**config.mk**
```make
export PLATFORM = sky130hd
export DESIGN_NAME = dual_zone_safety_monitor
export DESIGN_NICKNAME = d
export VERILOG_FILES = /design/src/hdl/safety_mon_pkg.sv /design/src/hdl/dual_zone_safety_monitor.sv /design/src/hdl/reset_pulse_qualifier.sv
export SDC_FILE = /design/constraint.sdc
export NUM_CORES = 1
export LEC_CHECK = 0
export BUFFER_PORTS_ARGS = -buffer_cell sky130_fd_sc_hd__buf_2
export CORE_MARGIN = 3
export CORE_UTILIZATION = 40
export DETAILED_ROUTE_END_ITERATION = 7
export GPL_TIMING_DRIVEN = 0
export PLACE_DENSITY = 0.7
export REMOVE_ABC_BUFFERS = 1
export SLEW_MARGIN = 20
export SYNTH_ARGS = -nofsm -noshare
export SYNTH_HDL_FRONTEND = slang
export SYNTH_HIERARCHICAL = 1
export SYNTH_SLANG_ARGS = --single-unit
```
**constraint.sdc**
```tcl
create_clock -name mclk -period 7 [get_ports mclk]
set_clock_uncertainty 0.15 [all_clocks]
set_input_delay 1.05 -clock mclk [delete_from_list [all_inputs] [get_ports mclk]]
set_output_delay 1.05 -clock mclk [all_outputs]
set_load 0.01 [all_outputs]
```
**src/hdl/safety_mon_pkg.sv**
```systemverilog
/*
 * Shared constants, types and state layout of the dual zone safety monitor.
 * Assumes a single 50 MHz clock and an APB register port with 32-bit data.
 */
package safety_mon_pkg;

    // Clock and timing.
    localparam int unsigned CLK_HZ = 50_000_000;
    localparam int unsigned CYCLES_PER_MS = CLK_HZ / 1000;
    localparam int unsigned RESET_MIN_MS = 60;
    localparam int unsigned RESET_MAX_MS = 13_000;
    localparam int unsigned SUPPLY_OFF_MS = 500;
    localparam int unsigned RELEASE_MS = 50;
    localparam int unsigned FLASH_HALF_MS = 250;
    localparam int unsigned RESET_MIN_CYCLES = RESET_MIN_MS * CYCLES_PER_MS;
    localparam int unsigned RESET_MAX_CYCLES = RESET_MAX_MS * CYCLES_PER_MS;
    localparam int unsigned SUPPLY_OFF_CYCLES = SUPPLY_OFF_MS * CYCLES_PER_MS;
    localparam int unsigned RELEASE_CYCLES = RELEASE_MS * CYCLES_PER_MS;
    localparam int unsigned FLASH_CYCLES = FLASH_HALF_MS * CYCLES_PER_MS;

    // Register map, byte addresses.
    localparam int unsigned APB_AW = 8;
    localparam logic [7:0] CTRL_OFS = 8'h00;
    localparam logic [7:0] STATUS_OFS = 8'h04;
    localparam logic [7:0] OUTPUTS_OFS = 8'h08;

    // Control register fields and reset values.
    localparam int unsigned CTRL_MODE_LSB = 0;
    localparam int unsigned CTRL_ZONE_TWO_BIT = 2;
    localparam logic [1:0] MODE_AUTO = 2'h0;
    localparam logic [1:0] MODE_CONTROLLED = 2'h1;
    localparam logic [1:0] MODE_MANUAL = 2'h2;
    localparam logic [1:0] MODE_RESET = MODE_AUTO;
    localparam logic ZONE_TWO_RESET = 1'b1;

    // Supply and fault sequence.
    typedef enum logic [1:0] {
        SUP_OFF = 2'b00,
        SUP_RUN = 2'b01,
        SUP_FAULT = 2'b11
    } supply_e;

    typedef struct packed {
        logic mains;
        logic zone_one;
        logic zone_two;
        logic error;
    } lamp_s;

    typedef struct packed {
        logic [8:0] sync1;
        logic [8:0] sync2;
        supply_e sup;
        logic [31:0] off_cnt;
        logic off_long;
        logic [31:0] rel_cnt;
        logic rel_pend;
        logic [31:0] flash_cnt;
        logic flash;
        logic brk1;
        logic brk2;
        logic mon1;
        logic mon2;
        logic syserr;
        logic z2_dead;
        logic lock1;
        logic lock2;
        logic [1:0] mode;
        logic z2_cfg;
        logic pready;
        logic pslverr;
        logic [31:0] prdata;
        logic [3:0] safe;
        logic alert1;
        logic alert2;
        lamp_s lamps;
    } mon_state_s;

endpackage : safety_mon_pkg

```
**src/hdl/dual_zone_safety_monitor.sv**
```systemverilog
/*
 * State logic of the two zone safety control unit with APB register port.
 * Assumes sensor state, cable break and output readback arrive as digital
 * levels from the analog front end, asynchronous to mclk.
 */
// The address map and the APB interface to the registers were decided locally.
// Summary of operation
// - Automatic, idle: mains lamp only, all outputs on, alerts low.
// - Sensor one active: zone one lamp, zone one outputs off, alert high.
// - Sensor two active: zone two lamp, zone two outputs off, alert high.
// - Cable break one: flash lamps, all outputs off, both alerts high.
// - Cable break two: flash lamps, all outputs off, both alerts high.
// - Cable break one stays latched until supply is removed for 500 ms.
// - Reset modes after power-up: zone lamps lit, outputs off, alerts high.
// - Valid reset pulse: zone lamps off, outputs on, alerts low.
// - Actuated zone holds its outputs off whatever the reset input does.
// - Actuation end: automatic mode restores, reset modes wait for reset.
// - Zone one outputs disagree: monitoring fault, all off, alerts high.
// - Zone two outputs disagree: monitoring fault, all off, alerts high.
// - Zone two behaviour applies only with a second sensor connected.
// - Reset pulse 60 ms to 13 s; shorter ignored, longer is error.
// - Outputs turn on only after a fixed release delay following reset.
// - Zone two break dropped by short restart; zone two then stays off.
`timescale 1ns/1ps
`default_nettype none

module dual_zone_safety_monitor
    import safety_mon_pkg::*;
#(
    parameter int unsigned RESET_MIN = RESET_MIN_CYCLES,
    parameter int unsigned RESET_MAX = RESET_MAX_CYCLES,
    parameter int unsigned SUPPLY_OFF = SUPPLY_OFF_CYCLES,
    parameter int unsigned RELEASE = RELEASE_CYCLES,
    parameter int unsigned FLASH = FLASH_CYCLES
) (
    // Clock and reset.
    input wire logic mclk,
    input wire logic rst,
    // APB slave.
    input wire logic psel,
    input wire logic penable,
    input wire logic pwrite,
    input wire logic [APB_AW-1:0] paddr,
    input wire logic [31:0] pwdata,
    output logic [31:0] prdata,
    output logic pready,
    output logic pslverr,
    // Front end levels.
    input wire logic supply_ok_pin,
    input wire logic [1:0] sensor_active,
    input wire logic [1:0] sensor_break,
    input wire logic [3:0] safety_fb,
    input wire logic reset_input_term,
    // Outputs and lamps.
    output logic [3:0] safety_switch_out,
    output logic zone_one_alert_out,
    output logic zone_two_alert_out,
    output lamp_s lamps
);

    if (SUPPLY_OFF < 1 || RELEASE < 1 || FLASH < 1) begin : g_check
        $error("timing counts must be at least one cycle");
    end

    localparam logic [31:0] OFF_C = 32'(SUPPLY_OFF);
    localparam logic [31:0] REL_C = 32'(RELEASE);
    localparam logic [31:0] FLASH_C = 32'(FLASH);

    ////////////////////////////////////////////////////////////////////////
    // Decoding helpers.

    function automatic logic is_locking(input logic [1:0] mode);
        return mode != MODE_AUTO;
    endfunction : is_locking

    function automatic logic reg_hit(input logic [APB_AW-1:0] addr,
                                     input logic [7:0] ofs);
        return addr == ofs;
    endfunction : reg_hit

    ////////////////////////////////////////////////////////////////////////
    // State.

    mon_state_s st_reg;
    mon_state_s st_next;

    logic rst_valid;
    logic rst_overlong;
    logic sup_ok;
    logic [1:0] act;
    logic [1:0] brk;
    logic [3:0] fb;
    logic locking;
    logic z2_en;

    assign sup_ok = st_reg.sync2[8];
    assign act = st_reg.sync2[7:6];
    assign brk = st_reg.sync2[5:4];
    assign fb = st_reg.sync2[3:0];
    assign locking = is_locking(st_reg.mode);
    assign z2_en = st_reg.z2_cfg && !st_reg.z2_dead;

    reset_pulse_qualifier #(
        .MIN_CYCLES(RESET_MIN),
        .MAX_CYCLES(RESET_MAX)
    ) u_reset_qual (
        .mclk(mclk),
        .rst(rst),
        .pin_level(reset_input_term),
        .enable(locking && st_reg.sup != SUP_OFF),
        .valid_pulse(rst_valid),
        .overlong_pulse(rst_overlong)
    );

    ////////////////////////////////////////////////////////////////////////
    // Next state.

    always_comb begin
        logic fault_now;
        logic on1;
        logic on2;
        fault_now = 1'b0;
        on1 = 1'b0;
        on2 = 1'b0;
        st_next = st_reg;
        st_next.sync1 = {supply_ok_pin, sensor_active, sensor_break,
                         safety_fb};
        st_next.sync2 = st_reg.sync1;

        if (st_reg.flash_cnt >= FLASH_C - 32'h1) begin
            st_next.flash_cnt = 32'h0;
            st_next.flash = !st_reg.flash;
        end else begin
            st_next.flash_cnt = st_reg.flash_cnt + 32'h1;
        end

        case (st_reg.sup)
            SUP_OFF: begin
                if (sup_ok) begin
                    if (st_reg.off_long) begin
                        st_next.brk1 = 1'b0;
                        st_next.brk2 = 1'b0;
                        st_next.mon1 = 1'b0;
                        st_next.mon2 = 1'b0;
                        st_next.syserr = 1'b0;
                        st_next.z2_dead = 1'b0;
                    end else if (st_reg.brk2) begin
                        st_next.brk2 = 1'b0;
                        st_next.z2_dead = 1'b1;
                    end
                    st_next.lock1 = locking;
                    st_next.lock2 = locking;
                    st_next.rel_pend = 1'b0;
                    st_next.off_cnt = 32'h0;
                    st_next.off_long = 1'b0;
                    st_next.sup = SUP_RUN;
                end else if (st_reg.off_cnt >= OFF_C - 32'h1) begin
                    st_next.off_long = 1'b1;
                end else begin
                    st_next.off_cnt = st_reg.off_cnt + 32'h1;
                end
            end
            SUP_RUN, SUP_FAULT: begin
                if (!sup_ok) begin
                    st_next.sup = SUP_OFF;
                    st_next.off_cnt = 32'h0;
                    st_next.off_long = 1'b0;
                    st_next.rel_pend = 1'b0;
                end else begin
                    st_next.brk1 = st_reg.brk1 || brk[0];
                    st_next.brk2 = st_reg.brk2 || (brk[1] && z2_en);
                    st_next.mon1 = st_reg.mon1 || (fb[0] != fb[1]);
                    st_next.mon2 = st_reg.mon2
                        || (z2_en && fb[2] != fb[3]);
                    st_next.syserr = st_reg.syserr
                        || (rst_overlong && locking);
                    fault_now = st_next.brk1 || st_next.brk2
                        || st_next.mon1 || st_next.mon2 || st_next.syserr;
                    if (fault_now) begin
                        st_next.sup = SUP_FAULT;
                        st_next.rel_pend = 1'b0;
                    end

                    if (!locking) begin
                        st_next.lock1 = 1'b0;
                        st_next.lock2 = 1'b0;
                        st_next.rel_pend = 1'b0;
                    end else begin
                        if (rst_valid && !fault_now) begin
                            st_next.rel_pend = 1'b1;
                            st_next.rel_cnt = 32'h0;
                        end else if (st_reg.rel_pend) begin
                            if (st_reg.rel_cnt >= REL_C - 32'h1) begin
                                st_next.rel_pend = 1'b0;
                                st_next.lock1 = 1'b0;
                                st_next.lock2 = 1'b0;
                            end else begin
                                st_next.rel_cnt = st_reg.rel_cnt + 32'h1;
                            end
                        end
                        if (act[0]) begin
                            st_next.lock1 = 1'b1;
                        end
                        if (act[1] && z2_en) begin
                            st_next.lock2 = 1'b1;
                        end
                    end
                end
            end
            default: begin
                st_next.sup = SUP_OFF;
            end
        endcase

        // Output image, taken from the state this cycle resolves to.
        if (st_next.sup != SUP_OFF && !fault_now) begin
            on1 = !act[0] && !st_next.lock1;
            on2 = z2_en && !act[1] && !st_next.lock2;
        end
        st_next.safe = {on2, on2, on1, on1};
        if (st_next.sup == SUP_OFF) begin
            st_next.alert1 = 1'b0;
            st_next.alert2 = 1'b0;
            st_next.lamps = '0;
        end else if (fault_now) begin
            st_next.alert1 = 1'b1;
            st_next.alert2 = 1'b1;
            st_next.lamps.mains = 1'b1;
            st_next.lamps.zone_one = st_next.brk1 ? st_next.flash
                : (st_next.syserr || st_next.mon1 || st_next.mon2);
            st_next.lamps.zone_two = st_next.brk2 ? st_next.flash
                : (z2_en && (st_next.syserr || st_next.mon1
                   || st_next.mon2));
            st_next.lamps.error = (st_next.brk1 || st_next.brk2)
                ? st_next.flash : 1'b1;
        end else begin
            st_next.alert1 = !on1;
            st_next.alert2 = z2_en && !on2;
            st_next.lamps.mains = 1'b1;
            st_next.lamps.zone_one = act[0] || st_next.lock1;
            st_next.lamps.zone_two = z2_en
                && (act[1] || st_next.lock2);
            st_next.lamps.error = 1'b0;
        end

        // APB: one wait state, answer registered.
        st_next.pslverr = 1'b0;
        if (psel && penable && !st_reg.pready) begin
            st_next.pready = 1'b1;
            st_next.prdata = 32'h0;
            if (reg_hit(paddr, CTRL_OFS)) begin
                st_next.prdata[CTRL_MODE_LSB +: 2] = st_reg.mode;
                st_next.prdata[CTRL_ZONE_TWO_BIT] = st_reg.z2_cfg;
            end else if (reg_hit(paddr, STATUS_OFS)) begin
                st_next.prdata[12:0] = {st_reg.rel_pend, st_reg.z2_dead,
                    st_reg.lock2, st_reg.lock1, st_reg.syserr, st_reg.mon2,
                    st_reg.mon1, st_reg.brk2, st_reg.brk1, act, sup_ok,
                    st_reg.sup == SUP_FAULT};
            end else if (reg_hit(paddr, OUTPUTS_OFS)) begin
                st_next.prdata[9:0] = {st_reg.lamps, st_reg.alert2,
                    st_reg.alert1, st_reg.safe};
            end else begin
                st_next.pslverr = 1'b1;
            end
        end else begin
            st_next.pready = 1'b0;
            if (psel && penable && pwrite && reg_hit(paddr, CTRL_OFS)) begin
                st_next.mode = pwdata[CTRL_MODE_LSB +: 2];
                st_next.z2_cfg = pwdata[CTRL_ZONE_TWO_BIT];
            end
        end
    end

    always_ff @(posedge mclk or posedge rst) begin
        if (rst) begin
            st_reg <= '0;
            st_reg.sup <= SUP_OFF;
            st_reg.off_long <= 1'b1;
            st_reg.lock1 <= 1'b1;
            st_reg.lock2 <= 1'b1;
            st_reg.mode <= MODE_RESET;
            st_reg.z2_cfg <= ZONE_TWO_RESET;
        end else begin
            st_reg <= st_next;
        end
    end

    assign prdata = st_reg.prdata;
    assign pready = st_reg.pready;
    assign pslverr = st_reg.pslverr;
    assign safety_switch_out = st_reg.safe;
    assign zone_one_alert_out = st_reg.alert1;
    assign zone_two_alert_out = st_reg.alert2;
    assign lamps = st_reg.lamps;

    ////////////////////////////////////////////////////////////////////////
    // Checks.

    a_actuated_zone_off: assert property (@(posedge mclk)
        disable iff (rst) (act[0] && sup_ok)
        |=> safety_switch_out[1:0] == 2'b00 && zone_one_alert_out)
        else $error("zone one on while actuated");
    a_zone_two_actuated: assert property (@(posedge mclk)
        disable iff (rst)
        (act[1] && z2_en && sup_ok && st_reg.sup != SUP_OFF)
        |=> safety_switch_out[3:2] == 2'b00 && zone_two_alert_out)
        else $error("zone two on while actuated");
    a_break_one_off: assert property (@(posedge mclk)
        disable iff (rst) (st_reg.brk1 && sup_ok && st_reg.sup != SUP_OFF)
        |=> safety_switch_out == 4'h0 && zone_one_alert_out
            && zone_two_alert_out)
        else $error("outputs on during cable break one");
    a_break_two_off: assert property (@(posedge mclk)
        disable iff (rst) (st_reg.brk2 && sup_ok && st_reg.sup != SUP_OFF)
        |=> safety_switch_out == 4'h0 && lamps.error == lamps.zone_two)
        else $error("cable break two handling wrong");
    a_break_latched: assert property (@(posedge mclk)
        disable iff (rst) (st_reg.brk1 && st_reg.sup != SUP_OFF)
        |=> st_reg.brk1)
        else $error("cable break cleared without power loss");
    a_mon_fault_off: assert property (@(posedge mclk)
        disable iff (rst)
        ((st_reg.mon1 || st_reg.mon2) && sup_ok && st_reg.sup != SUP_OFF)
        |=> safety_switch_out == 4'h0 && zone_two_alert_out)
        else $error("outputs on during monitoring fault");
    a_zone_two_ignored: assert property (@(posedge mclk)
        disable iff (rst)
        !z2_en |=> safety_switch_out[3:2] == 2'b00 && !lamps.zone_two
            || st_reg.brk2)
        else $error("inactive zone two driven");
    a_release_delay: assert property (@(posedge mclk)
        disable iff (rst)
        (locking && $fell(st_reg.lock1) && !$past(act[0]))
        |-> $past(st_reg.rel_pend))
        else $error("lock released without delay");
    a_power_up_locked: assert property (@(posedge mclk)
        disable iff (rst) (st_reg.sup == SUP_OFF && sup_ok && locking)
        |=> st_reg.lock1 ##1 safety_switch_out == 4'h0
            && (lamps.zone_one || st_reg.sup != SUP_RUN))
        else $error("reset mode not locked at power-up");
    a_auto_ready: assert property (@(posedge mclk)
        disable iff (rst)
        (!locking && st_reg.sup == SUP_RUN && sup_ok && act == 2'b00
         && brk == 2'b00 && fb[0] == fb[1] && fb[2] == fb[3] && z2_en
         && !rst_overlong)
        |=> safety_switch_out == 4'hf && !zone_one_alert_out
            && !lamps.zone_one && lamps.mains)
        else $error("automatic mode not ready");

endmodule : dual_zone_safety_monitor

`default_nettype wire

```
**src/hdl/reset_pulse_qualifier.sv**
```systemverilog
/*
 * Measures the width of the reset pulse on the reset input terminal.
 * Assumes the raw pin is asynchronous; it passes two flip-flops first.
 */
`timescale 1ns/1ps
`default_nettype none

module reset_pulse_qualifier
    import safety_mon_pkg::*;
#(
    parameter int unsigned MIN_CYCLES = RESET_MIN_CYCLES,
    parameter int unsigned MAX_CYCLES = RESET_MAX_CYCLES
) (
    // Clock and reset.
    input wire logic mclk,
    input wire logic rst,
    // Pulse input and qualifier enable.
    input wire logic pin_level,
    input wire logic enable,
    // Results.
    output logic valid_pulse,
    output logic overlong_pulse
);

    if (MIN_CYCLES < 2 || MAX_CYCLES <= MIN_CYCLES) begin : g_check
        $error("reset pulse limits out of range");
    end

    localparam logic [31:0] MIN_C = 32'(MIN_CYCLES);
    localparam logic [31:0] MAX_C = 32'(MAX_CYCLES);

    typedef struct packed {
        logic sync1;
        logic sync2;
        logic prev;
        logic [31:0] width;
        logic over;
        logic valid;
        logic overlong;
    } qual_s;

    qual_s q_reg;
    qual_s q_next;

    always_comb begin
        q_next = q_reg;
        q_next.sync1 = pin_level;
        q_next.sync2 = q_reg.sync1;
        q_next.prev = q_reg.sync2;
        q_next.valid = 1'b0;
        q_next.overlong = 1'b0;
        if (!enable) begin
            q_next.width = 32'h0;
            q_next.over = 1'b0;
        end else if (q_reg.sync2) begin
            if (q_reg.width < MAX_C) begin
                q_next.width = q_reg.width + 32'h1;
            end else if (!q_reg.over) begin
                q_next.over = 1'b1;
                q_next.overlong = 1'b1;
            end
        end else begin
            if (q_reg.prev && !q_reg.over && q_reg.width >= MIN_C) begin
                q_next.valid = 1'b1;
            end
            q_next.width = 32'h0;
            q_next.over = 1'b0;
        end
    end

    always_ff @(posedge mclk or posedge rst) begin
        if (rst) begin
            q_reg <= '0;
        end else begin
            q_reg <= q_next;
        end
    end

    assign valid_pulse = q_reg.valid;
    assign overlong_pulse = q_reg.overlong;

    a_short_ignored: assert property (@(posedge mclk)
        disable iff (rst)
        (q_reg.prev && !q_reg.sync2 && q_reg.width < MIN_C) |=> !valid_pulse)
        else $error("short reset pulse accepted");
    a_overlong_no_valid: assert property (@(posedge mclk)
        disable iff (rst) overlong_pulse |=> !valid_pulse [*3])
        else $error("overlong pulse also accepted");

endmodule : reset_pulse_qualifier

`default_nettype wire

```
==> flow_metrics.py <==
metrics = {
    "sta": {
        "period_share_pct": 49.4,
        "rsz0062_at_grt": "no",
        "setup_violations": 0,
        "drv_slew": 0,
        "period_needed_ns": 3.46,
        "hold_viol": 0,
        "worst_pin_slew_ns": 0.885,
        "fmax_ghz": 0.289,
        "relSlewSlack_pct": 41.0,
    },
    "power_and_ir_drop": {
        "peakVddDrop_v": 0.000154,
        "swShare_pct": 26.1,
        "clkPwrFrac_pct": 44.4,
        "total_leakage_power_nw": 4.52,
        "pwr-share-seq_pct": 51.4,
        "combPwrFrac_pct": 4.2,
        "internal_power_mw": 1.63,
        "power.total_mw": 2.21,
        "power_density_nw_per_um2": 212,
        "p_sw_mw": 0.577,
    },
    "synthesis": {
        "synth-async-reset-ratio_pct": 100,
        "synthFlopType": "dfrtp_1",
        "post-synth-top-count-cell": "dfrtp_1",
        "ys_types": 72,
        "yosys.area.top_type_share_pct": 49.6,
        "syn_inst": 981,
        "synth.area.top_cells": "dfrtp_1 (50%), nand2_1 (3.9%), nor2_1 (3.9%)",
        "seq_area_frac_synth_pct": 50.7,
        "syn_area_um2": 9440,
        "synth_edf_count": 0,
        "synthTopCellsByCount": "dfrtp_1 (187), nand2_1 (99), nor2_1 (97), a21oi_1 (48), nand3_1 (47)",
        "yosysTopAreaCell": "dfrtp_1",
        "yosys_warnings": 6,
        "synth_seq_cells": 191,
        "postSynthAreaPerCell_um2": 9.62,
    },
    "setup_path": {
        "rr_startpoint": "st_reg[164]",
        "r2r_setup_slack_ns": 3.54,
        "crit_arrival_ns": 3.66,
        "r2r-end": "st_reg[105]",
        "worst_ep_required_time_ns": 7.20,
        "r2r_cells": 7,
        "critPathCaptureType": "register",
        "crit_fanout": 21,
        "start_kind": "register",
        "path_class": "reg2reg",
    },
    "die": {
        "core_um2": 22900,
        "die_area_um2": 25500,
        "die_y_um": 160,
        "rows": 55,
        "ioPinCount": 99,
        "initial_core_util_pct": 41.2,
        "die_w_um": 160,
    },
    "drt": {
        "drcViolationCount": 0,
        "wl_um": 19500,
        "viasPerCell": 5.42,
        "drtPass1Iterations": 5,
        "drt_iter0_drc": 476,
        "antenna_left": 0,
        "vias": 7188,
        "wl_per_cell_um": 14.7,
    },
    "global_route": {
        "grt_pass1_vias": 6878,
        "antenna_found_initial": 1,
        "grt_pass1_wl_um": 33800,
        "grt_usage_pct": 15.7,
        "grt_max_degree": 101,
        "overflow": 0,
    },
    "cts": {
        "cts-root-buf": "clkbuf_16",
        "path_clk_slew_ns": 0.07,
        "cts_sinks": 191,
        "cts_buffers": 17,
        "h-tree-depth": 4,
        "hold_buffers": 0,
        "clock_path_buffers": 2,
        "post_cts_resize_count": 0,
        "clkLatencyLatePin_ns": 0.45,
        "cts_setup_buffers": 0,
        "tritoncts": "built",
    },
    "final_layout": {
        "nFillCells": 2160,
        "largest_reg_flops": 113,
        "area_growth_pct": 10.7,
        "layout.nets": 1059,
        "final_area_um2": 10400,
        "n_antenna_cell": 0,
        "drive_above_1_share_pct": 12.0,
    },
    "placement": {
        "place.gp.congestion": 0.795,
        "port_buffers": 50,
        "dp_hpwl_um": 13200,
        "placed_cell_area_um2": 9840,
    },
    "hold_path": {
        "whs_path_depth": 0,
        "hp-class": "reg2reg",
        "hold_start": "st_next[164]",
        "whs_endpoint": "st_reg[164]",
    },
    "outcome": {
        "outcome": "finished, final reports clean",
    },
    "job": {
        "drv_cap": 0,
    },
}
cell type report:
class                      instances  area [um2]  share of cell area (%)
sequential                       191        4780                    45.8
multi-input combinational        709        4220                    40.4
clock buffer                      17         425                    4.07
tap                              313         392                    3.75
timing repair buffer              58         352                    3.36
clock inverter                    15         184                    1.76
inverter                          22        90.1                   0.862
cells in the final DEF, fill, tap and decap left out, drive strengths merged, types with 5 or more instances in the layout:
cell type,n
a21oi,48
a22oi,8
a31o,8
a31oi,12
a41o,5
and2,16
and3,26
and4,9
buf,58
clkbuf,17
clkinv,5
conb,27
dfrtp,187
ha,5
inv,30
mux2i,5
nand2,99
nand3,47
nand4,31
nor2,97
nor2b,14
nor3,22
nor4,19
o21a,5
o21ai,40
o31ai,20
or3,15
or4,26
xnor2,25
xor2,17
worst max-delay path: stages, from the launching register on:
cell and delay (ns):
dfrtp_1 0.82, nand2_1 0.37, nor2_1 0.26, and4_1 0.59
a31oi_2 0.25, buf_6 0.26, or4_1 0.46, a21oi_1 0.20
power groups by stage:
stage / combinational, mW / clock, mW / sequential (mW)
3_3_place_gp: 0.0878 / 0 / 1.16
2_1_floorplan: 0.0553 / 0 / 1.16
3_5_place_dp: 0.0942 / 0 / 1.16
6_report: 0.0924 / 0.981 / 1.14
5_1_grt: 0.106 / 1.05 / 1.14
4_1_cts: 0.0943 / 1.00 / 1.14
kinds of logic after synthesis:
family,after synthesis,share of synthesized area (%)
adders and majority gates,5,0.663
buffers and inverters,107,6.10
and+or+nand+nor,439,24.3
other,1,0.0397
DFF,191,50.7
muxes,9,1.01
AOI/OAI and AO/OA,187,13.3
xor gates and xnor gates,42,3.90
worst max-delay path by stage:
stage / start / endpoint / slack, ns
finish: st_reg[164] / st_reg[105] / 3.54
global route: st_reg[164] / st_reg[108] / 3.34
CTS: st_reg[164] / st_reg[105] / 3.54
detailed placement: st_reg[164] / st_reg[105] / 3.59
global placement: rst / act[1] / -0.19
floorplan: rst / act[0] / 1.69
per-stage QoR:
step,instances,TNS (ns),hold WS (ns),worst slack (ns),utilization [%]
CTS,1325,0,0.203,3.54,45.6
floorplan,922,0,0.181,1.69,-
global route,1325,0,0.206,3.34,45.6
global placement,1285,-25.83,0.182,-0.190,42.3
detailed placement,1293,0,0.185,3.59,42.9
finish,1325,0,0.201,3.54,45.6
layer usage:
metal | global-route usage (%) | part of all wire (%) | routed length, um
met1 | 22.0 | 49 | 9520
met5 | 0 | 0 | 0
met4 | 4.26 | 1.0 | 197
met2 | 24.9 | 46 | 9010
met3 | 3.32 | 3.9 | 770
Note: power is estimated with default switching activity, not from simulation.
